`config.mk`:
```
export PLATFORM = sky130hd
export DESIGN_NAME = meabt_move_timer
export DESIGN_NICKNAME = d
export VERILOG_FILES = /design/src/hdl/meabt_pkg.sv /design/src/hdl/meabt_move_timer.sv /design/src/hdl/meabt_ea_calc.sv /design/src/hdl/meabt_bus_cycle.sv
export SDC_FILE = /design/constraint.sdc
export NUM_CORES = 1
export LEC_CHECK = 0
export BUFFER_PORTS_ARGS = -buffer_cell sky130_fd_sc_hd__buf_2
export CAP_MARGIN = 30
export CORE_ASPECT_RATIO = 1.1
export CORE_MARGIN = 2
export CORE_UTILIZATION = 56
export DETAILED_ROUTE_END_ITERATION = 6
export HOLD_SLACK_MARGIN = 0.15
export PLACE_DENSITY_LB_ADDON = 0.05
export SLEW_MARGIN = 15
export SYNTH_ARGS = -nofsm -noshare
export SYNTH_HDL_FRONTEND = slang
export SYNTH_SLANG_ARGS = --single-unit
```
`constraint.sdc`:
```
create_clock -name ref_clk_in -period 2.09 [get_ports ref_clk_in]
set_clock_uncertainty 0.1 [all_clocks]
set_input_delay 0.3135 -clock ref_clk_in [delete_from_list [all_inputs] [get_ports ref_clk_in]]
set_output_delay 0.3135 -clock ref_clk_in [all_outputs]
set_load 0.01 [all_outputs]
```
`src/hdl/meabt_pkg.sv`:
```
// constants, operand mode codes and bus timing figures for the move timing sequencer
// assumes one 100 MHz clock and a 16-bit memory bus with four-period cycles
package meabt_pkg;

    // ************************************************************
    // bus cycle timing
    // ************************************************************
    localparam int CLK_PERIOD_NS = 10;
    localparam logic [2:0] BUS_PERIODS = 3'h4;
    localparam logic [1:0] PHASE_FIRST = 2'h0;
    localparam logic [1:0] PHASE_STEP = 2'h1;
    localparam logic [1:0] PHASE_LAST = 2'h3;

    // ************************************************************
    // effective address costs
    // ************************************************************
    localparam logic [2:0] EXT_NONE = 3'h0;
    localparam logic [2:0] EXT_SHORT = 3'h1;
    localparam logic [2:0] EXT_LONG = 3'h2;
    localparam logic [2:0] OPER_BW = 3'h1;
    localparam logic [2:0] OPER_LONG = 3'h2;
    localparam logic [2:0] IDLE_NONE = 3'h0;
    localparam logic [2:0] IDLE_PREDEC = 3'h2;
    localparam logic [2:0] IDLE_INDEX = 3'h2;
    localparam logic [1:0] WR_NONE = 2'h0;
    localparam logic [1:0] WR_BW = 2'h1;
    localparam logic [1:0] WR_LONG = 2'h2;
    localparam logic [2:0] FETCH_READS = 3'h1;

    // ************************************************************
    // counter steps and widths
    // ************************************************************
    localparam int CNT_W = 16;
    localparam logic [2:0] STEP3 = 3'h1;
    localparam logic [1:0] STEP2 = 2'h1;
    localparam logic [CNT_W-1:0] STEP16 = 16'h0001;
    localparam logic [CNT_W-1:0] ZERO16 = 16'h0000;

    // ************************************************************
    // operand addressing modes
    // ************************************************************
    typedef enum logic [3:0] {
        MODE_DATA_REG = 4'h0,
        MODE_ADDR_REG = 4'h1,
        MODE_IND = 4'h2,
        MODE_POSTINC = 4'h3,
        MODE_PREDEC = 4'h4,
        MODE_DISP16 = 4'h5,
        MODE_INDEX = 4'h6,
        MODE_ABS_SHORT = 4'h7,
        MODE_ABS_LONG = 4'h8,
        MODE_PC_DISP = 4'h9,
        MODE_PC_INDEX = 4'ha,
        MODE_IMMED = 4'hb
    } meabt_mode_type;

    // ************************************************************
    // sequencer states
    // ************************************************************
    typedef enum logic [2:0] {
        ST_IDLE = 3'b000,
        ST_READ = 3'b001,
        ST_INTERNAL = 3'b010,
        ST_WRITE = 3'b011,
        ST_FINISH = 3'b100
    } meabt_state_type;

endpackage : meabt_pkg

```
`src/hdl/meabt_move_timer.sv`:
```
// move instruction sequencer: opcode fetch, operand reads, idle periods, writes
// assumes one 100 MHz clock, a 16-bit memory bus and a caller that starts one move at a time
`timescale 1ns/1ps
`default_nettype none
module meabt_move_timer (
    // clock and reset
    input wire logic ref_clk_in,
    input wire logic reset_n_in,
    // move request
    input wire logic start_in,
    input wire meabt_pkg::meabt_mode_type src_mode_in,
    input wire meabt_pkg::meabt_mode_type dst_mode_in,
    input wire logic long_in,
    // memory bus
    input wire logic mem_ready_in,
    output logic bus_read_out,
    output logic bus_write_out,
    output logic bus_idle_out,
    // status
    output logic busy_out,
    output logic done_out,
    // result of the last move
    output logic [15:0] total_clocks_out,
    output logic [2:0] read_cycles_out,
    output logic [1:0] write_cycles_out,
    output logic [2:0] idle_clocks_out,
    output logic [15:0] wait_clocks_out
);

    // ************************************************************
    // operand costs
    // ************************************************************
    logic [2:0] src_reads;
    logic [2:0] src_idle;
    logic [1:0] src_writes;
    logic [2:0] dst_reads;
    logic [2:0] dst_idle;
    logic [1:0] dst_writes;

    meabt_ea_calc u_src_cost (
        .mode_in(src_mode_in),
        .long_in(long_in),
        .dest_in(1'b0),
        .reads_out(src_reads),
        .idle_out(src_idle),
        .writes_out(src_writes)
    );

    meabt_ea_calc u_dst_cost (
        .mode_in(dst_mode_in),
        .long_in(long_in),
        .dest_in(1'b1),
        .reads_out(dst_reads),
        .idle_out(dst_idle),
        .writes_out(dst_writes)
    );

    // ************************************************************
    // bus cycle engine
    // ************************************************************
    logic bus_req;
    logic bus_req_write;
    logic bus_active;
    logic cycle_done;
    logic wait_state;

    meabt_bus_cycle u_bus (
        .ref_clk_in(ref_clk_in),
        .reset_n_in(reset_n_in),
        .req_in(bus_req),
        .write_in(bus_req_write),
        .mem_ready_in(mem_ready_in),
        .bus_read_out(bus_read_out),
        .bus_write_out(bus_write_out),
        .active_out(bus_active),
        .cycle_done_out(cycle_done),
        .wait_state_out(wait_state)
    );

    // ************************************************************
    // sequencer state
    // ************************************************************
    meabt_pkg::meabt_state_type state_r;
    meabt_pkg::meabt_state_type state_nxt;
    logic [2:0] rd_left_r;
    logic [2:0] idle_left_r;
    logic [1:0] wr_left_r;
    meabt_pkg::meabt_mode_type src_mode_r;
    meabt_pkg::meabt_mode_type dst_mode_r;
    logic long_r;
    logic rd_last;
    logic wr_last;
    logic idle_last;
    logic go_write;

    assign rd_last = (rd_left_r == meabt_pkg::STEP3);
    assign wr_last = (wr_left_r == meabt_pkg::STEP2);
    assign idle_last = (idle_left_r == meabt_pkg::STEP3);
    assign go_write = (wr_left_r != meabt_pkg::WR_NONE);

    always_comb begin
        state_nxt = state_r;
        bus_req = 1'b0;
        bus_req_write = 1'b0;
        unique case (state_r)
            meabt_pkg::ST_IDLE: begin
                if (start_in) begin
                    state_nxt = meabt_pkg::ST_READ;
                end
            end
            meabt_pkg::ST_READ: begin
                // chain the next cycle in the done period so no dead period appears
                bus_req = !(cycle_done && rd_last) ||
                    (idle_left_r == meabt_pkg::IDLE_NONE && go_write);
                bus_req_write = cycle_done && rd_last;
                if (cycle_done && rd_last) begin
                    if (idle_left_r != meabt_pkg::IDLE_NONE) begin
                        state_nxt = meabt_pkg::ST_INTERNAL;
                    end else if (go_write) begin
                        state_nxt = meabt_pkg::ST_WRITE;
                    end else begin
                        state_nxt = meabt_pkg::ST_FINISH;
                    end
                end
            end
            meabt_pkg::ST_INTERNAL: begin
                bus_req = idle_last && go_write;
                bus_req_write = 1'b1;
                if (idle_last) begin
                    state_nxt = go_write ? meabt_pkg::ST_WRITE : meabt_pkg::ST_FINISH;
                end
            end
            meabt_pkg::ST_WRITE: begin
                bus_req = !(cycle_done && wr_last);
                bus_req_write = 1'b1;
                if (cycle_done && wr_last) begin
                    state_nxt = meabt_pkg::ST_FINISH;
                end
            end
            meabt_pkg::ST_FINISH: begin
                state_nxt = meabt_pkg::ST_IDLE;
            end
            default: begin
                state_nxt = meabt_pkg::ST_IDLE;
            end
        endcase
    end

    always_ff @(posedge ref_clk_in or negedge reset_n_in) begin
        if (!reset_n_in) begin
            state_r <= meabt_pkg::ST_IDLE;
        end else begin
            state_r <= state_nxt;
        end
    end

    // ************************************************************
    // work left in this move
    // ************************************************************
    always_ff @(posedge ref_clk_in or negedge reset_n_in) begin
        if (!reset_n_in) begin
            rd_left_r <= meabt_pkg::EXT_NONE;
            idle_left_r <= meabt_pkg::IDLE_NONE;
            wr_left_r <= meabt_pkg::WR_NONE;
        end else if (state_r == meabt_pkg::ST_IDLE && start_in) begin
            // opcode fetch always leads, so a move is never free
            rd_left_r <= meabt_pkg::FETCH_READS + src_reads + dst_reads;
            idle_left_r <= src_idle + dst_idle;
            wr_left_r <= src_writes + dst_writes;
        end else begin
            if (state_r == meabt_pkg::ST_READ && cycle_done) begin
                rd_left_r <= rd_left_r - meabt_pkg::STEP3;
            end
            if (state_r == meabt_pkg::ST_INTERNAL) begin
                idle_left_r <= idle_left_r - meabt_pkg::STEP3;
            end
            if (state_r == meabt_pkg::ST_WRITE && cycle_done) begin
                wr_left_r <= wr_left_r - meabt_pkg::STEP2;
            end
        end
    end

    always_ff @(posedge ref_clk_in or negedge reset_n_in) begin
        if (!reset_n_in) begin
            src_mode_r <= meabt_pkg::MODE_DATA_REG;
            dst_mode_r <= meabt_pkg::MODE_DATA_REG;
            long_r <= 1'b0;
        end else if (state_r == meabt_pkg::ST_IDLE && start_in) begin
            src_mode_r <= src_mode_in;
            dst_mode_r <= dst_mode_in;
            long_r <= long_in;
        end
    end

    // ************************************************************
    // clock accounting
    // ************************************************************
    logic [15:0] total_r;
    logic [15:0] wait_r;
    logic [2:0] rd_cnt_r;
    logic [1:0] wr_cnt_r;
    logic [2:0] idle_cnt_r;
    logic tick;

    // every period in a bus cycle or in internal work is one external clock period
    assign tick = bus_active || state_r == meabt_pkg::ST_INTERNAL;

    always_ff @(posedge ref_clk_in or negedge reset_n_in) begin
        if (!reset_n_in) begin
            total_r <= meabt_pkg::ZERO16;
            wait_r <= meabt_pkg::ZERO16;
            rd_cnt_r <= meabt_pkg::EXT_NONE;
            wr_cnt_r <= meabt_pkg::WR_NONE;
            idle_cnt_r <= meabt_pkg::IDLE_NONE;
        end else if (state_r == meabt_pkg::ST_IDLE && start_in) begin
            total_r <= meabt_pkg::ZERO16;
            wait_r <= meabt_pkg::ZERO16;
            rd_cnt_r <= meabt_pkg::EXT_NONE;
            wr_cnt_r <= meabt_pkg::WR_NONE;
            idle_cnt_r <= meabt_pkg::IDLE_NONE;
        end else begin
            if (tick) begin
                total_r <= total_r + meabt_pkg::STEP16;
            end
            if (wait_state) begin
                wait_r <= wait_r + meabt_pkg::STEP16;
            end
            if (cycle_done && state_r == meabt_pkg::ST_READ) begin
                rd_cnt_r <= rd_cnt_r + meabt_pkg::STEP3;
            end
            if (cycle_done && state_r == meabt_pkg::ST_WRITE) begin
                wr_cnt_r <= wr_cnt_r + meabt_pkg::STEP2;
            end
            if (state_r == meabt_pkg::ST_INTERNAL) begin
                idle_cnt_r <= idle_cnt_r + meabt_pkg::STEP3;
            end
        end
    end

    // ************************************************************
    // outputs
    // ************************************************************
    assign bus_idle_out = (state_r == meabt_pkg::ST_INTERNAL);
    assign busy_out = (state_r != meabt_pkg::ST_IDLE);
    assign done_out = (state_r == meabt_pkg::ST_FINISH);
    assign total_clocks_out = total_r;
    assign wait_clocks_out = wait_r;
    assign read_cycles_out = rd_cnt_r;
    assign write_cycles_out = wr_cnt_r;
    assign idle_clocks_out = idle_cnt_r;

    logic [15:0] expect_total;
    assign expect_total = 16'({13'h0000, rd_cnt_r} + {14'h0000, wr_cnt_r}) * 16'h0004
        + {13'h0000, idle_cnt_r} + wait_r;
endmodule : meabt_move_timer
`default_nettype wire

```
`src/hdl/meabt_ea_calc.sv`:
```
// cost of one operand: bus reads, internal idle periods and writes
// assumes a move where the source is read and the destination written
`timescale 1ns/1ps
`default_nettype none
module meabt_ea_calc (
    // operand
    input wire meabt_pkg::meabt_mode_type mode_in,
    input wire logic long_in,
    input wire logic dest_in,
    // cost
    output logic [2:0] reads_out,
    output logic [2:0] idle_out,
    output logic [1:0] writes_out
);
    logic [2:0] oper;
    logic [1:0] mem_wr;

    always_comb begin
        // a destination is stored, never fetched; computing its address writes nothing
        oper = dest_in ? meabt_pkg::EXT_NONE :
            (long_in ? meabt_pkg::OPER_LONG : meabt_pkg::OPER_BW);
        mem_wr = !dest_in ? meabt_pkg::WR_NONE :
            (long_in ? meabt_pkg::WR_LONG : meabt_pkg::WR_BW);
        reads_out = meabt_pkg::EXT_NONE;
        idle_out = meabt_pkg::IDLE_NONE;
        writes_out = meabt_pkg::WR_NONE;
        unique case (mode_in)
            meabt_pkg::MODE_DATA_REG, meabt_pkg::MODE_ADDR_REG: begin
                reads_out = meabt_pkg::EXT_NONE;
            end
            meabt_pkg::MODE_IND, meabt_pkg::MODE_POSTINC: begin
                reads_out = oper;
                writes_out = mem_wr;
            end
            meabt_pkg::MODE_PREDEC: begin
                reads_out = oper;
                idle_out = dest_in ? meabt_pkg::IDLE_NONE : meabt_pkg::IDLE_PREDEC;
                writes_out = mem_wr;
            end
            meabt_pkg::MODE_DISP16, meabt_pkg::MODE_ABS_SHORT: begin
                reads_out = meabt_pkg::EXT_SHORT + oper;
                writes_out = mem_wr;
            end
            meabt_pkg::MODE_INDEX: begin
                // index width is not an input: it never changes the cost
                reads_out = meabt_pkg::EXT_SHORT + oper;
                idle_out = meabt_pkg::IDLE_INDEX;
                writes_out = mem_wr;
            end
            meabt_pkg::MODE_ABS_LONG: begin
                reads_out = meabt_pkg::EXT_LONG + oper;
                writes_out = mem_wr;
            end
            meabt_pkg::MODE_PC_DISP: begin
                reads_out = dest_in ? meabt_pkg::EXT_NONE :
                    meabt_pkg::EXT_SHORT + oper;
            end
            meabt_pkg::MODE_PC_INDEX: begin
                reads_out = dest_in ? meabt_pkg::EXT_NONE :
                    meabt_pkg::EXT_SHORT + oper;
                idle_out = dest_in ? meabt_pkg::IDLE_NONE : meabt_pkg::IDLE_INDEX;
            end
            meabt_pkg::MODE_IMMED: begin
                // operand comes from the instruction stream
                reads_out = oper;
            end
            default: begin
                reads_out = meabt_pkg::EXT_NONE;
            end
        endcase
    end
endmodule : meabt_ea_calc
`default_nettype wire

```
`src/hdl/meabt_bus_cycle.sv`:
```
// one memory read or write cycle of four periods, stretched by wait states
// assumes memory raises mem_ready_in in the last period when it can finish
`timescale 1ns/1ps
`default_nettype none
module meabt_bus_cycle (
    // clock and reset
    input wire logic ref_clk_in,
    input wire logic reset_n_in,
    // request
    input wire logic req_in,
    input wire logic write_in,
    // memory
    input wire logic mem_ready_in,
    output logic bus_read_out,
    output logic bus_write_out,
    // status
    output logic active_out,
    output logic cycle_done_out,
    output logic wait_state_out
);
    logic active_r;
    logic write_r;
    logic [1:0] phase_r;
    logic start;

    assign cycle_done_out = active_r && (phase_r == meabt_pkg::PHASE_LAST) && mem_ready_in;
    // a slow memory holds the last period; each held period is a wait state
    assign wait_state_out = active_r && (phase_r == meabt_pkg::PHASE_LAST)
        && !mem_ready_in;
    assign start = req_in && (!active_r || cycle_done_out);
    assign active_out = active_r;
    assign bus_read_out = active_r && !write_r;
    assign bus_write_out = active_r && write_r;

    // ************************************************************
    // cycle phase
    // ************************************************************
    always_ff @(posedge ref_clk_in or negedge reset_n_in) begin
        if (!reset_n_in) begin
            active_r <= 1'b0;
            write_r <= 1'b0;
            phase_r <= meabt_pkg::PHASE_FIRST;
        end else if (start) begin
            active_r <= 1'b1;
            write_r <= write_in;
            phase_r <= meabt_pkg::PHASE_FIRST;
        end else if (cycle_done_out) begin
            active_r <= 1'b0;
        end else if (active_r && phase_r != meabt_pkg::PHASE_LAST) begin
            phase_r <= phase_r + meabt_pkg::PHASE_STEP;
        end
    end
endmodule : meabt_bus_cycle
`default_nettype wire

```
; Word level (Yosys, flattened, before mapping)
; Cells that the tools add are included.
[totals]
ff_bits = 55
latchBits = 0
ramBits = 0
romBits = 0
inputBits = 13
output_inout_bits = 45
word_cells = 136
n_memories = 0
[op_classes]
addsub = 14
n_mul = 0
div = 0
n_lt_le_gt_ge = 0
eq_ne = 31
shift = 0
n_mux = 37
bitwise = 0
reduce_logical = 42
[op_table]
columns = operator, n
row1 = $mux 16, 4
row2 = $mux 3, 14
row3 = $add 16x1->16 const B, 2
row4 = $eq 4x3->1 const B, 8
row5 = $mux 2, 12
row6 = $eq 4x4->1 const B, 5
row7 = $eq 4x2->1 const B, 4
row8 = $reduce_bool 2->1, 8
row9 = $logic_and 1x1->1, 14
row10 = $pmux 3 s4, 1
row11 = $eq 3x1->1 const B, 3
row12 = $pmux 3 s3, 1
row13 = $ne 2x2->1 const B, 4
row14 = $reduce_or 7->1, 1
row15 = $add 1x3->3 const A, 2
row16 = $add 3x1->3 const B, 2
row17 = $add 3x3->3, 2
row18 = $eq 3x2->1 const B, 2
row19 = $logic_not 3->1, 2
row20 = $reduce_bool 3->1, 2
row21 = $reduce_or 3->1, 2
row22 = $sub 3x1->3 const B, 2
row23 = $logic_not 1->1, 5
row24 = $reduce_or 5->1, 1
row25 = 16 further kinds, 21

; Logic depth before layout (Yosys ltp)
; Gate-level depths: netlist of run 1.
[depth]
ltp_word = 10
ltp_mapped = 9
ltp_nobuf = 8

; Modules after synthesis
; A second synthesis of run 1 with hierarchy kept.
[hier_totals]
cells_unflattened = 403
hier_area_um2 = 3637.2
[modules_own_cells]
columns = mod, instances, cells_per_inst, area_per_inst_um2
row1 = meabt_move_timer, 1, 303, 2921.6
row2 = meabt_ea_calc, 2, 39, 241.5
row3 = meabt_bus_cycle, 1, 22, 232.7

; Worst setup path before layout of run 1
; No wires, ideal clock.
[synth_timing]
path_kind = input port to flip-flop
from = input src_mode_in[2]
to = register rd_left_r[2]
arrival_ns = 1.981
required_ns = 1.855
path_slack_ns = -0.126
cell_stages = 9
n_path_buf = 1
path_cell_list = clkbuf_1 -> nor2_1 -> o21ai_0 -> o311ai_0 -> a221o_1 -> ha_1 -> fa_1 -> xnor2_1 -> mux2i_1
[synth_via]
elab_chain_len = 6
[synth_lines]
columns = element, line_no
row1 = "start, declared", meabt_move_timer.sv:11  ; input wire meabt_pkg::meabt_mode_type src_mode_in,
row2 = $eq 4x3->1 (tied with other cells), meabt_ea_calc.sv:27  ; unique case (mode_in)
row3 = $reduce_or 5->1 (no line) or $reduce_or 4->1 (tied branches), --
row4 = $pmux 3 s3 *, meabt_ea_calc.sv:27
row5 = $add 1x3->3 *, meabt_move_timer.sv:167  ; rd_left_r <= meabt_pkg::FETCH_READS + src_reads + dst_reads;
row6 = $add 3x3->3 *, meabt_move_timer.sv:167
row7 = $mux 3 *, meabt_move_timer.sv:165  ; end else if (state_r == meabt_pkg::ST_IDLE && start_in) begin
row8 = "end signal, assigned", meabt_move_timer.sv:162  ; rd_left_r <= meabt_pkg::EXT_NONE;
row9 = "end signal, assigned", meabt_move_timer.sv:167
row10 = "end signal, assigned", meabt_move_timer.sv:172  ; rd_left_r <= rd_left_r - meabt_pkg::STEP3;
row11 = "end, declared", meabt_move_timer.sv:85  ; logic [2:0] rd_left_r;
; Mark *: on every way between the ends. The rest lies on a longest branch, timed or not.
; A chain may end at the register's enable or synchronous reset.

; Final worst setup path of run 1
[layout_timing]
from = register wait_r[6], in the netlist wait_clocks_out[6]
to = register wait_r[15], in the netlist wait_clocks_out[15]
[layout_via]
elab_chain_len = 3
[layout_lines]
columns = element, line_no
row1 = "start, declared", meabt_move_timer.sv:199  ; logic [15:0] wait_r;
row2 = "start signal, assigned", meabt_move_timer.sv:211  ; wait_r <= meabt_pkg::ZERO16;
row3 = "start signal, assigned", meabt_move_timer.sv:217  ; wait_r <= meabt_pkg::ZERO16;
row4 = "start signal, assigned", meabt_move_timer.sv:226  ; wait_r <= wait_r + meabt_pkg::STEP16;
row5 = $add 16x1->16, meabt_move_timer.sv:226
row6 = $mux 16, meabt_move_timer.sv:225  ; if (wait_state) begin
row7 = $mux 16, meabt_move_timer.sv:215  ; end else if (state_r == meabt_pkg::ST_IDLE && start_in) begin
; Every way passes these cells. The select of a mux whose other input is x is not followed.

==> results of run 1 <==
cell families after synthesis:
family,Yosys count
xor gates and xnor gates,23
muxes,6
AOI/OAI and AO/OA,74
adders and majority gates,15
and+or+nand+nor,141
buffers and inverters,32
DFF,55
cell usage in the layout (no fill, tap or decap), drive strengths merged, types with 3 or more instances in the layout:
master	count
and3	7
dfrtp	55
nand4	6
o311ai	5
or2	4
nand2b	3
nor3b	7
or4	7
mux2i	6
nor3	8
xnor2	10
clkbuf	7
o31ai	8
or3	8
nor2b	6
nand3b	4
nand3	19
nand2	25
inv	19
a21oi	19
o22ai	4
buf	79
o21ai	18
nor2	26
xor2	13
ha	14
a221o	3
worst max-delay path by stage:
stage	to	slack [ns]	cells past startpoint
2_1_floorplan	rd_left_r[2]$_DFFE_PN0P_	0.02	9
3_5_place_dp	rd_left_r[2]$_DFFE_PN0P_	-0.07	9
6_report	wait_clocks_out[15]$_DFFE_PN0P_	0.14	4
3_3_place_gp	rd_left_r[2]$_DFFE_PN0P_	0.02	9
5_1_grt	bus_idle_out	0.04	4
4_1_cts	bus_idle_out	0.05	4
worst max-delay path, cell delays in order, from the launching register on:
cell,delay (ns)
dfrtp_1,0.40
nand4_2,0.16
or4_4,0.57
or4_1,0.49
a21oi_1,0.17
power by group:
part	switching, uW	internal, uW
clock network	342	236
logic	946	830
registers	265	1320
Yosys cell counts (all sizes together) (5+ instances only):
master / count
mux2i: 6
xnor2: 10
clkbuf: 7
or4: 7
dfrtp: 55
a21oi: 19
nor2: 26
nor3b: 7
nand4: 6
o31ai: 8
ha: 14
nand2: 25
nand3: 19
and3: 7
xor2: 13
or3: 8
nor3: 8
inv: 19
o311ai: 5
o21ai: 18
buf: 6
nor2b: 6
layout make-up:
cell class	instances	area, um2	share of cell area
clock buffers	7	76.3	0.0198
clock inverters	1	5.00	0.00130
inverters	19	71.3	0.0185
multi-input cells	259	1750	0.453
flip-flops and latches	55	1380	0.356
well taps	77	96.3	0.0250
repair buffers	80	485	0.126
metal layers:
metal / track usage / share of wire / vias to the layer above
li1: - / - / 1395
met1: 0.287 / 0.46 / 1370
met2: 0.403 / 0.50 / 55
met3: 0.0379 / 0.032 / 8
met4: 0.0645 / 0.013 / 0
met5: 0 / 0 / -
stage by stage:
step	hold slack [ns]	total power (uW)	setup TNS, ns	cells
detailed placement	0.232	3380	-0.102	488
global route	0.286	4260	0	498
floorplan	-0.0821	2760	0	346
finish	0.267	3940	0	498
CTS	0.256	3950	0	497
global placement	0.228	3310	0	488
registers in the layout, indices dropped and copies added, names as in the netlist:
| register | count |
|---|---|
| idle_clocks_out | 3 |
| idle_left_r | 3 |
| rd_left_r | 3 |
| read_cycles_out | 3 |
| state_r | 3 |
| total_clocks_out | 16 |
| u_bus.active_out | 1 |
| u_bus.phase_r | 2 |
| u_bus.write_r | 1 |
| wait_clocks_out | 16 |
| wr_left_r | 2 |
| write_cycles_out | 2 |
what timing repair did:
action,CTS,global route
endpoints found under the setup margin,0,2
endpoints found under the hold margin,21,0
gates resized for setup,0,1
hold buffers,1,0
buffers inserted,0,1
==> metrics.cfg, run 1 <==
[synth]
synth_edf_count=0
synth_top_area_cell=dfrtp_1
syn_inst=346
synth_top_cell_area_share=0.425
synthAdderAreaFrac=0.0603
ys_seq_area_frac=0.425
synth_cell_type_count=56
synth-xor-area-share=0.0622
yosys_warnings=0
synth_area_per_cell_um2=9.36
synth_top_family_by_area=simple AND/OR/NAND/NOR gates
synthMuxAreaShare=0.0186
ys_ff_latch=55
synthArstFlopShare=1.00
synth.net_count=374
ys.flop_type=dfrtp_1
synth_area_leaders=dfrtp_1 (43%), ha_1 (5.4%), xor2_1 (3.5%), nor2_1 (3.0%), a21oi_1 (2.9%)
syn_area_um2=3240
synth-simple-area-share=0.243
synth_compound_area_frac=0.152

[layout]
num_antenna_cells=0
drive_above_1_share=0.235
postLayoutCoreUtil=0.682
fin_nets=448
final_cell_area_um2=3860
fillers=480
area_growth_pct=19.3

[route]
wl_um=6900
viasPerCell=5.68
dr_total_vias=2828
drt_iter0_drc=99
drc_errors=0
post_drt_wl_per_cell_um=13.9
ant_nets=0
dr.pass1.iters=4

[global_route]
grt_pass1_wl_um=12000
antenna_found_initial=0
grtUsageTotal=0.228
overflow=0
grt_pass1_vias=2670
grt_max_degree=35

[die]
die_width_um=76.5
fp.coreArea_um2=5660
dieArea_um2=6400
initial_core_util=0.572
dieHeight_um=83.7
num_rows=29
ioPinCount=58

[placement]
place.gp.congestion=0.800
place_ws_ns=-0.0652
post-dp-hpwl_um=5130
placed_area_um2=3760
io_buffers=57

[worst_setup_path]
regToRegSetupSlack_ns=0.14
crit_type=reg -> reg
reg2regPathDepth=4
worstSetupStartpoint=wait_clocks_out[6]$_DFFE_PN0P_
startpoint_type=flip-flop
r2r_end=wait_clocks_out[15]$_DFFE_PN0P_
cp-end-kind=flip-flop
crit_fanout=5
crit_required_ns=2.23
r2r_start=wait_clocks_out[6]$_DFFE_PN0P_
worstPathArrival_ns=2.10

[clock_tree]
clock-sinks=55
clkLatencyLatePin_ns=0.31
clk_path_buf_depth=2
clk_pin_slew_worst_paths_ns=0.10
cts_tree=done
cts_buffers=5
htreeDepth=2
cts-root-buf=clkbuf_8

[sta]
period_minus_slack_ns=1.95
rsz0062_at_grt=no
tightest_slew_ns=0.543
layout_setup_ws_ns=0.136
hold_violations=0
fmax_mhz=512
setup_viol=0
slew_headroom=0.638
final_max_slew_viol_count=0
fin_crit_sh=0.935

[power_and_ir_drop]
leakagePower_uw=0.00186
p_per_area_nw_per_um2=1020
peakVddDrop_v=0.000743

[hold_path]
worstHoldStart=mem_ready_in
hold-path-endpoint=u_bus.active_out$_DFFE_PN0P_
hp-class=in -> reg
holdPathStages=3

[flow_run]
drv_cap=0

[status]
outcome=finished, final reports clean

No activity file was read; power rests on OpenSTA's default activity.
==> inputs of run 2 (changes only) <==
--- a/config.mk
+++ b/config.mk
@@ -5,6 +5,7 @@
 export SDC_FILE = /design/constraint.sdc
 export NUM_CORES = 1
 export LEC_CHECK = 0
+export ABC_AREA = 1
 export BUFFER_PORTS_ARGS = -buffer_cell sky130_fd_sc_hd__buf_2
 export CAP_MARGIN = 30
 export CORE_ASPECT_RATIO = 1.1
@@ -13,6 +14,7 @@
 export DETAILED_ROUTE_END_ITERATION = 6
 export HOLD_SLACK_MARGIN = 0.15
 export PLACE_DENSITY_LB_ADDON = 0.05
+export RECOVER_POWER = 100
 export SLEW_MARGIN = 15
 export SYNTH_ARGS = -nofsm -noshare
 export SYNTH_HDL_FRONTEND = slang
==> constraint.sdc (replaced) <==
create_clock -name ref_clk_in -period 2.1 [get_ports ref_clk_in]
set_clock_uncertainty 0.1 [all_clocks]
set_input_delay 0.315 -clock ref_clk_in [delete_from_list [all_inputs] [get_ports ref_clk_in]]
set_output_delay 0.315 -clock ref_clk_in [all_outputs]
set_load 0.01 [all_outputs]
==> metrics.cfg, run 2 <==
[synth]
ys.flop_type=dfrtp_1
ys_ff_latch=55  ; unchanged
synth_top_cell_area_share=0.410  ; -0.0148
synth_area_per_cell_um2=7.32  ; -22%
synth_top_area_cell=dfrtp_1
synth.top_cells.by_count=nand2_1 (115), nor2_1 (64), inv_1 (56), dfrtp_1 (55), nand3_1 (28)
synthArstFlopShare=1.00  ; unchanged
synth.most_common_cell=nand2_1
synth_edf_count=0  ; unchanged
synth_cell_type_count=31  ; -45%
synth_area_leaders=dfrtp_1 (41%), nand2_1 (13%), nor2_1 (7.2%), inv_1 (6.3%), ha_1 (5.2%)
yosys_warnings=0  ; unchanged
ys_seq_area_frac=0.410  ; -0.0148
syn_area_um2=3350  ; +3.6%
synth.net_count=486  ; +30%
syn_inst=458  ; +32%

[route]
drt_iter0_drc=220  ; +120%
dr.pass1.iters=4  ; unchanged
dr_total_vias=3112  ; +10%
wl_um=7230  ; +4.8%
post_drt_wl_per_cell_um=12.1  ; -13%
ant_nets=0  ; unchanged
drc_errors=0  ; unchanged
viasPerCell=5.21  ; -8.2%

[worst_setup_path]
cp-end-kind=flip-flop
crit_type=reg -> reg
regToRegSetupSlack_ns=0.24  ; +0.10 ns
crit_chain=nor2_1 > nand3_2 > inv_2 > nor2_1 > o21ai_0 > o21ai_0
path_buf_inv=1  ; +1
startpoint_type=flip-flop
worstPathArrival_ns=1.94  ; -0.16 ns
crit_family=simple AND/OR/NAND/NOR gates
crit_required_ns=2.18  ; -0.05 ns
crit_fanout=14  ; +9
slowest_delay_ns=0.45  ; -0.12 ns
worst_path_max_delay_cell=dfrtp_1

[placement]
post-dp-hpwl_um=5360  ; +4.4%
placed_area_um2=3730  ; -0.63%
dp_cells=588  ; +20%
place.gp.congestion=0.894  ; +12%
io_buffers=57  ; unchanged

[sta]
rsz0062_at_grt=no
tightest_slew_ns=1.23  ; +0.686 ns
hold_slack_ns=0.277  ; +0.00982 ns
setup_viol=0  ; unchanged
slew_headroom=0.181  ; -0.457
final_max_slew_viol_count=0  ; unchanged
fmax_mhz=537  ; +5.0%
fin_crit_sh=0.886  ; -0.0488
period_minus_slack_ns=1.86  ; -0.0931 ns
hold_violations=0  ; unchanged

[die]
dieArea_um2=6620  ; +3.4%
num_rows=29  ; unchanged
dieHeight_um=85.2  ; +1.7%
initial_core_util=0.581  ; +0.00938
die_width_um=77.8  ; +1.7%
ioPinCount=58  ; unchanged
fp.coreArea_um2=5770  ; +1.9%

[power_and_ir_drop]
combPwrFrac=0.439  ; -0.011
power.internal_uw=2230  ; -6.7%
seqPwrFrac=0.397  ; -0.006
p_sw_uw=1720  ; +11%
clkPwrFrac=0.163  ; +0.016
switching_share=0.436  ; +0.0422
leakagePower_uw=0.00179  ; -3.9%
p_per_area_nw_per_um2=1060  ; +3.7%
peakVddDrop_v=0.000674  ; -9.3%

[clock_tree]
cts_tree=done
cts-root-buf=clkbuf_8
clk_path_buf_depth=2  ; unchanged
clk_pin_slew_worst_paths_ns=0.10  ; about the same
htreeDepth=2  ; unchanged
cts_buffers=5  ; unchanged
clkLatencyLatePin_ns=0.31  ; about the same
clock-sinks=55  ; unchanged

[layout]
fin_nets=547  ; +22%
area_growth_pct=11.3
drive_above_1_share=0.0615  ; -0.174
final_common_cell=nand2_1
final_cell_mix=nand2_1 (115), nor2_1 (69), inv_1 (56)
fillers=544  ; +13%
num_antenna_cells=0  ; unchanged
fin_cells=597  ; +20%
final_cell_area_um2=3730  ; -3.3%

[status]
outcome=finished, final reports clean

[global_route]
grt_max_degree=56  ; +60%
overflow=0  ; unchanged
antenna_found_initial=0  ; unchanged
grt_pass1_wl_um=12700  ; +6.2%
grtUsageTotal=0.232  ; +0.00423
grt_pass1_vias=2846  ; +6.6%

[hold_path]
hp-class=in -> reg

[flow_run]
drv_cap=0  ; unchanged

## run 2: cell count changes in the layout (fill, tap and decap cells not counted), sizes merged, moves of 7 or more
cell	change
buf	-63
clkbuf	+46
inv	+39
nand2	+91
nand3	+15
nand4	+8
nor2	+47
o21ai	+16
o31ai	-8
or3	-8
or4	-7
xnor2	-7
xor2	-10
## run 2: layout make-up
| class | count | area (um2) | share of cell area |
|---|---|---|---|
| multi-input combinational | 337 | 1680 | 0.449 |
| sequential | 55 | 1380 | 0.369 |
| timing repair buffer | 62 | 267 | 0.0714 |
| inverter | 58 | 218 | 0.0583 |
| clock buffer | 8 | 100 | 0.0268 |
| tap | 77 | 96.3 | 0.0258 |
## run 2: per-stage QoR
step | TNS, ns | worst slack [ns] | util | total power [uW]
2_1_floorplan | 0 | 0.198 | - | 2900
6_report | 0 | 0.239 | 0.647 | 3950
3_3_place_gp | 0 | 0.0127 | 0.647 | 3370
3_5_place_dp | -0.0514 | -0.0514 | 0.647 | 3430
4_1_cts | 0 | 0.198 | 0.666 | 4080
5_1_grt | 0 | 0.0666 | 0.647 | 4320
## run 2: worst paths after layout
check | startpoint | end | cells past startpoint
setup / recovery | state_r[0]$_DFFE_PN0P_ | rd_left_r[0]$_DFFE_PN0P_ | 6
hold / removal | long_in | wr_left_r[1]$_DFFE_PN0P_ | 3
setup reg to reg | state_r[0]$_DFFE_PN0P_ | rd_left_r[0]$_DFFE_PN0P_ | 6
hold reg to reg | rd_left_r[1]$_DFFE_PN0P_ | rd_left_r[1]$_DFFE_PN0P_ | 2
max in group asynchronous | reset_n_in | read_cycles_out[0]$_DFFE_PN0P_ | 3
min in group asynchronous | reset_n_in | wait_clocks_out[15]$_DFFE_PN0P_ | 3
## run 2: worst reg2reg max path, stage by stage (launching register included)
cell and delay, ns:
dfrtp_1 0.45, nor2_1 0.18, nand3_2 0.27, inv_2 0.34, nor2_1 0.15, o21ai_0 0.15, o21ai_0 0.10
## run 2: cells by family (layout without fill, tap and decap cells)
| family | count (synthesis) | after routing | share of synthesized area |
|---|---|---|---|
| DFF | 55 | 55 | 0.410 |
| AOI/OAI and AO/OA | 69 | 69 | 0.113 |
| and+or+nand+nor | 247 | 247 | 0.325 |
| buffers and inverters | 66 | 128 | 0.0784 |
| xor gates and xnor gates | 6 | 6 | 0.0157 |
| adders and majority gates | 15 | 15 | 0.0582 |
## run 2: timing repair
item / 4_1_cts / 5_1_grt
hold endpoints to repair: 55 / 0
hold buffers: 1 / 0
buffers inserted: 0 / 0
resized for setup: 0 / 1
setup endpoints to repair: 0 / 1
## run 2: power by group through the flow
stage	Clock [uW]	Combinational (uW)	Sequential, uW
2_1_floorplan	0	1300	1600
3_3_place_gp	0	1790	1580
3_5_place_dp	0	1840	1590
4_1_cts	666	1850	1570
5_1_grt	699	2010	1600
6_report	645	1740	1570
## run 2: layer usage
metal / GRT usage / wire [um]
met3: 0.0330 / 299
met1: 0.294 / 3220
met5: 0 / 0
met4: 0.0519 / 51
met2: 0.418 / 3660
==> inputs of run 3 (changes only) <==
--- a/config.mk
+++ b/config.mk
@@ -6,16 +6,17 @@
 export NUM_CORES = 1
 export LEC_CHECK = 0
 export ABC_AREA = 1
-export BUFFER_PORTS_ARGS = -buffer_cell sky130_fd_sc_hd__buf_2
 export CAP_MARGIN = 30
 export CORE_ASPECT_RATIO = 1.1
 export CORE_MARGIN = 2
-export CORE_UTILIZATION = 56
+export CORE_UTILIZATION = 61
 export DETAILED_ROUTE_END_ITERATION = 6
+export DONT_BUFFER_PORTS = 1
 export HOLD_SLACK_MARGIN = 0.15
 export PLACE_DENSITY_LB_ADDON = 0.05
 export RECOVER_POWER = 100
 export SLEW_MARGIN = 15
 export SYNTH_ARGS = -nofsm -noshare
 export SYNTH_HDL_FRONTEND = slang
+export SYNTH_HIERARCHICAL = 1
 export SYNTH_SLANG_ARGS = --single-unit
==> metrics.cfg, run 3 <==
[status]
outcome=finished, final reports clean

[die]
initial_core_util=0.621  ; +0.0400
dieHeight_um=86.5  ; +1.6%
ioPinCount=58  ; unchanged
die_width_um=79.0  ; +1.6%
fp.coreArea_um2=6080  ; +5.4%
num_rows=30  ; +3.4%
dieArea_um2=6840  ; +3.2%

[layout]
drive_above_1_share=0.0942  ; +0.0327
num_antenna_cells=0  ; unchanged
postLayoutCoreUtil=0.655  ; +0.00800
area_growth_pct=5.47
fillers=558  ; +2.6%
final_common_cell=nand2_1
fin_nets=583  ; +6.6%
final_cell_mix=nand2_1 (121), nor2_1 (69), inv_1 (66)

[worst_setup_path]
setup.worst_path.end=wait_clocks_out[14]$_DFFE_PN0P_
slowest_delay_ns=0.50  ; +0.05 ns
worst_path_max_delay_cell=dfrtp_1
crit_type=reg -> reg
r2r_start=u_bus/active_out$_DFFE_PN0P_
regToRegSetupSlack_ns=0.19  ; -0.05 ns
cp-end-kind=flip-flop
crit_chain=inv_1 > nor3_1 > buf_4 > nand3_1 > nor2_4 > buf_4 > nand4_1 > nor2_1 > nor2_1
worstPathArrival_ns=2.02  ; +0.08 ns
crit_fanout=9  ; -5
crit_required_ns=2.21  ; +0.03 ns
r2r_end=wait_clocks_out[14]$_DFFE_PN0P_
worstSetupStartpoint=u_bus/active_out$_DFFE_PN0P_
reg2regPathDepth=9  ; +3
startpoint_type=flip-flop

[global_route]
antenna_found_initial=0  ; unchanged
grtUsageTotal=0.249  ; +0.0169
grt_max_degree=56  ; unchanged
grt_pass1_vias=3109  ; +9.2%
grt_pass1_wl_um=13700  ; +7.9%
overflow=0  ; unchanged

[synth]
synth_top_cell_area_share=0.364  ; -0.0461
synth_edf_count=0  ; unchanged
synth_area_leaders=dfrtp_1 (36%), nand2_1 (12%), nand3_1 (7.0%), nor2_1 (6.9%), inv_1 (6.4%)
ys_seq_area_frac=0.364  ; -0.0461
synth_cell_type_count=31  ; unchanged
synthArstFlopShare=1.00  ; unchanged
ys.flop_type=dfrtp_1
syn_inst=535  ; +17%
synth_top_area_cell=dfrtp_1
synth.top_cells.by_count=nand2_1 (120), nor2_1 (69), inv_1 (64), dfrtp_1 (55), nand3_1 (53)
synth.most_common_cell=nand2_1
synth_area_per_cell_um2=7.06  ; -3.6%
yosys_warnings=6  ; +6
ys_ff_latch=55  ; unchanged
syn_area_um2=3780  ; +13%

[placement]
place.gp.congestion=0.923  ; +3.3%
post-dp-hpwl_um=6020  ; +12%
io_buffers=0  ; -100%

[power_and_ir_drop]
clkPwrFrac=0.156  ; -0.007
p_per_area_nw_per_um2=941  ; -11%
combPwrFrac=0.410  ; -0.029
power.internal_uw=2100  ; -5.9%
switching_share=0.440  ; +0.00421
p_sw_uw=1650  ; -4.3%
leakagePower_uw=0.00215  ; +20%
peakVddDrop_v=0.000682  ; +1.2%
seqPwrFrac=0.434  ; +0.037

[clock_tree]
htreeDepth=2  ; unchanged
clkLatencyLatePin_ns=0.31  ; about the same
clk_path_buf_depth=2  ; unchanged
cts_buffers=5  ; unchanged
clk_pin_slew_worst_paths_ns=0.10  ; about the same
cts-root-buf=clkbuf_8
cts_tree=done
clock-sinks=55  ; unchanged

[route]
top_layer=met4
dr.pass1.iters=6  ; +2
drt-met1-wl_um=3640  ; +13%
drt_iter0_drc=158  ; -28%
dr_total_vias=3339  ; +7.3%
route.met2.wl_um=3950  ; +7.9%
wl_um=8090  ; +12%
dr_wl_met3_um=340  ; +14%
post_drt_wl_per_cell_um=12.8  ; +5.7%
viasPerCell=5.28  ; +1.4%
drc_errors=0  ; unchanged
ant_nets=0  ; unchanged

[sta]
final_max_slew_viol_count=0  ; unchanged
rsz0062_at_grt=no
slew_headroom=0.183  ; +0.00248
tightest_slew_ns=1.23  ; -0.00372 ns
fmax_mhz=523  ; -2.7%
setup_viol=0  ; unchanged
hold_violations=0  ; unchanged
period_minus_slack_ns=1.91  ; +0.0524 ns
tns_ns=0  ; unchanged
fin_crit_sh=0.911  ; +0.0249
hold_slack_ns=0.135  ; -0.142 ns

[hold_path]
hp-class=in -> reg

[flow_run]
drv_cap=0  ; unchanged

run 3: cell count changes after synthesis, moves of 5 or more:
cell,change
nor2_1,+5
nand3_1,+25
buf_2,-5
a21oi_1,+9
nand2_1,+5
nand2_2,+6
o21ai_0,-6
buf_4,+8
inv_2,+12
inv_1,+8
run 3: how the worst min path moves through the flow:
| stage | start | end | slack [ns] | cells past startpoint |
|---|---|---|---|---|
| after global placement | reset_n_in | wait_clocks_out[7]$_DFFE_PN0P_ | -0.08 | 0 |
| after detailed placement | reset_n_in | wait_clocks_out[7]$_DFFE_PN0P_ | -0.08 | 0 |
| after CTS | mem_ready_in | u_bus/active_out$_DFFE_PN0P_ | 0.16 | 3 |
| final | mem_ready_in | u_bus/active_out$_DFFE_PN0P_ | 0.14 | 3 |
| after global routing | mem_ready_in | u_bus/phase_r[0]$_DFFE_PN0P_ | 0.16 | 3 |
| after floorplan | reset_n_in | idle_clocks_out[0]$_DFFE_PN0P_ | -0.08 | 0 |
run 3: cell families after synthesis:
logic type,synth area share
compound gates,0.103
xor+xnor,0.0232
fa+ha+maj,0.0669
buf+inv,0.105
flops,0.364
other cells,0.00397
simple gates,0.334
run 3: power by group through the flow:
stage                     registers (uW)  clock network [uW]  logic (uW)
after floorplan                     1570                   0        1260
after global placement              1640                   0        1460
after detailed placement            1650                   0        1510
after CTS                           1630                 602        1550
after global routing                1670                 640        1800
final                               1630                 585        1540
run 3: cell type report:
type	instances	area (um2)	area share
tap	80	100	0.0251
clock buffer	6	72.6	0.0182
multi-input combinational	399	2050	0.514
inverter	78	293	0.0735
sequential	55	1380	0.345
clock inverter	2	12.5	0.00314
timing repair buffer	12	80.1	0.0201
run 3: per-stage QoR:
step	instances	setup slack (ns)	area (um2)	power, uW
after global placement	620	0.121	3870	3100
after CTS	630	0.0832	4000	3780
after detailed placement	620	0.0425	3870	3160
final	632	0.187	3980	3750
after global routing	632	0.00921	3980	4110
after floorplan	545	0.200	3810	2830
run 3: worst max-delay path, delay by kind of cell, from the launching register on:
kind,cells,cell delay (ns)
and+or+nand+nor,6,0.74
DFF,1,0.50
buffers and inverters,3,0.46
run 3: repair_timing:
| item | 4_1_cts | 5_1_grt |
|---|---|---|
| setup buffers | 0 | 2 |
| resized for setup | 0 | 4 |
| endpoints found under the hold margin | 55 | 0 |
| setup endpoints to repair | 0 | 4 |
| hold buffers | 2 | 0 |
run 3: per-layer routing:
layer / track usage / up-vias
met2: 0.424 / 62
li1: - / 1730
met1: 0.317 / 1534
met3: 0.0479 / 13
met4: 0.0862 / 0
met5: 0 / -
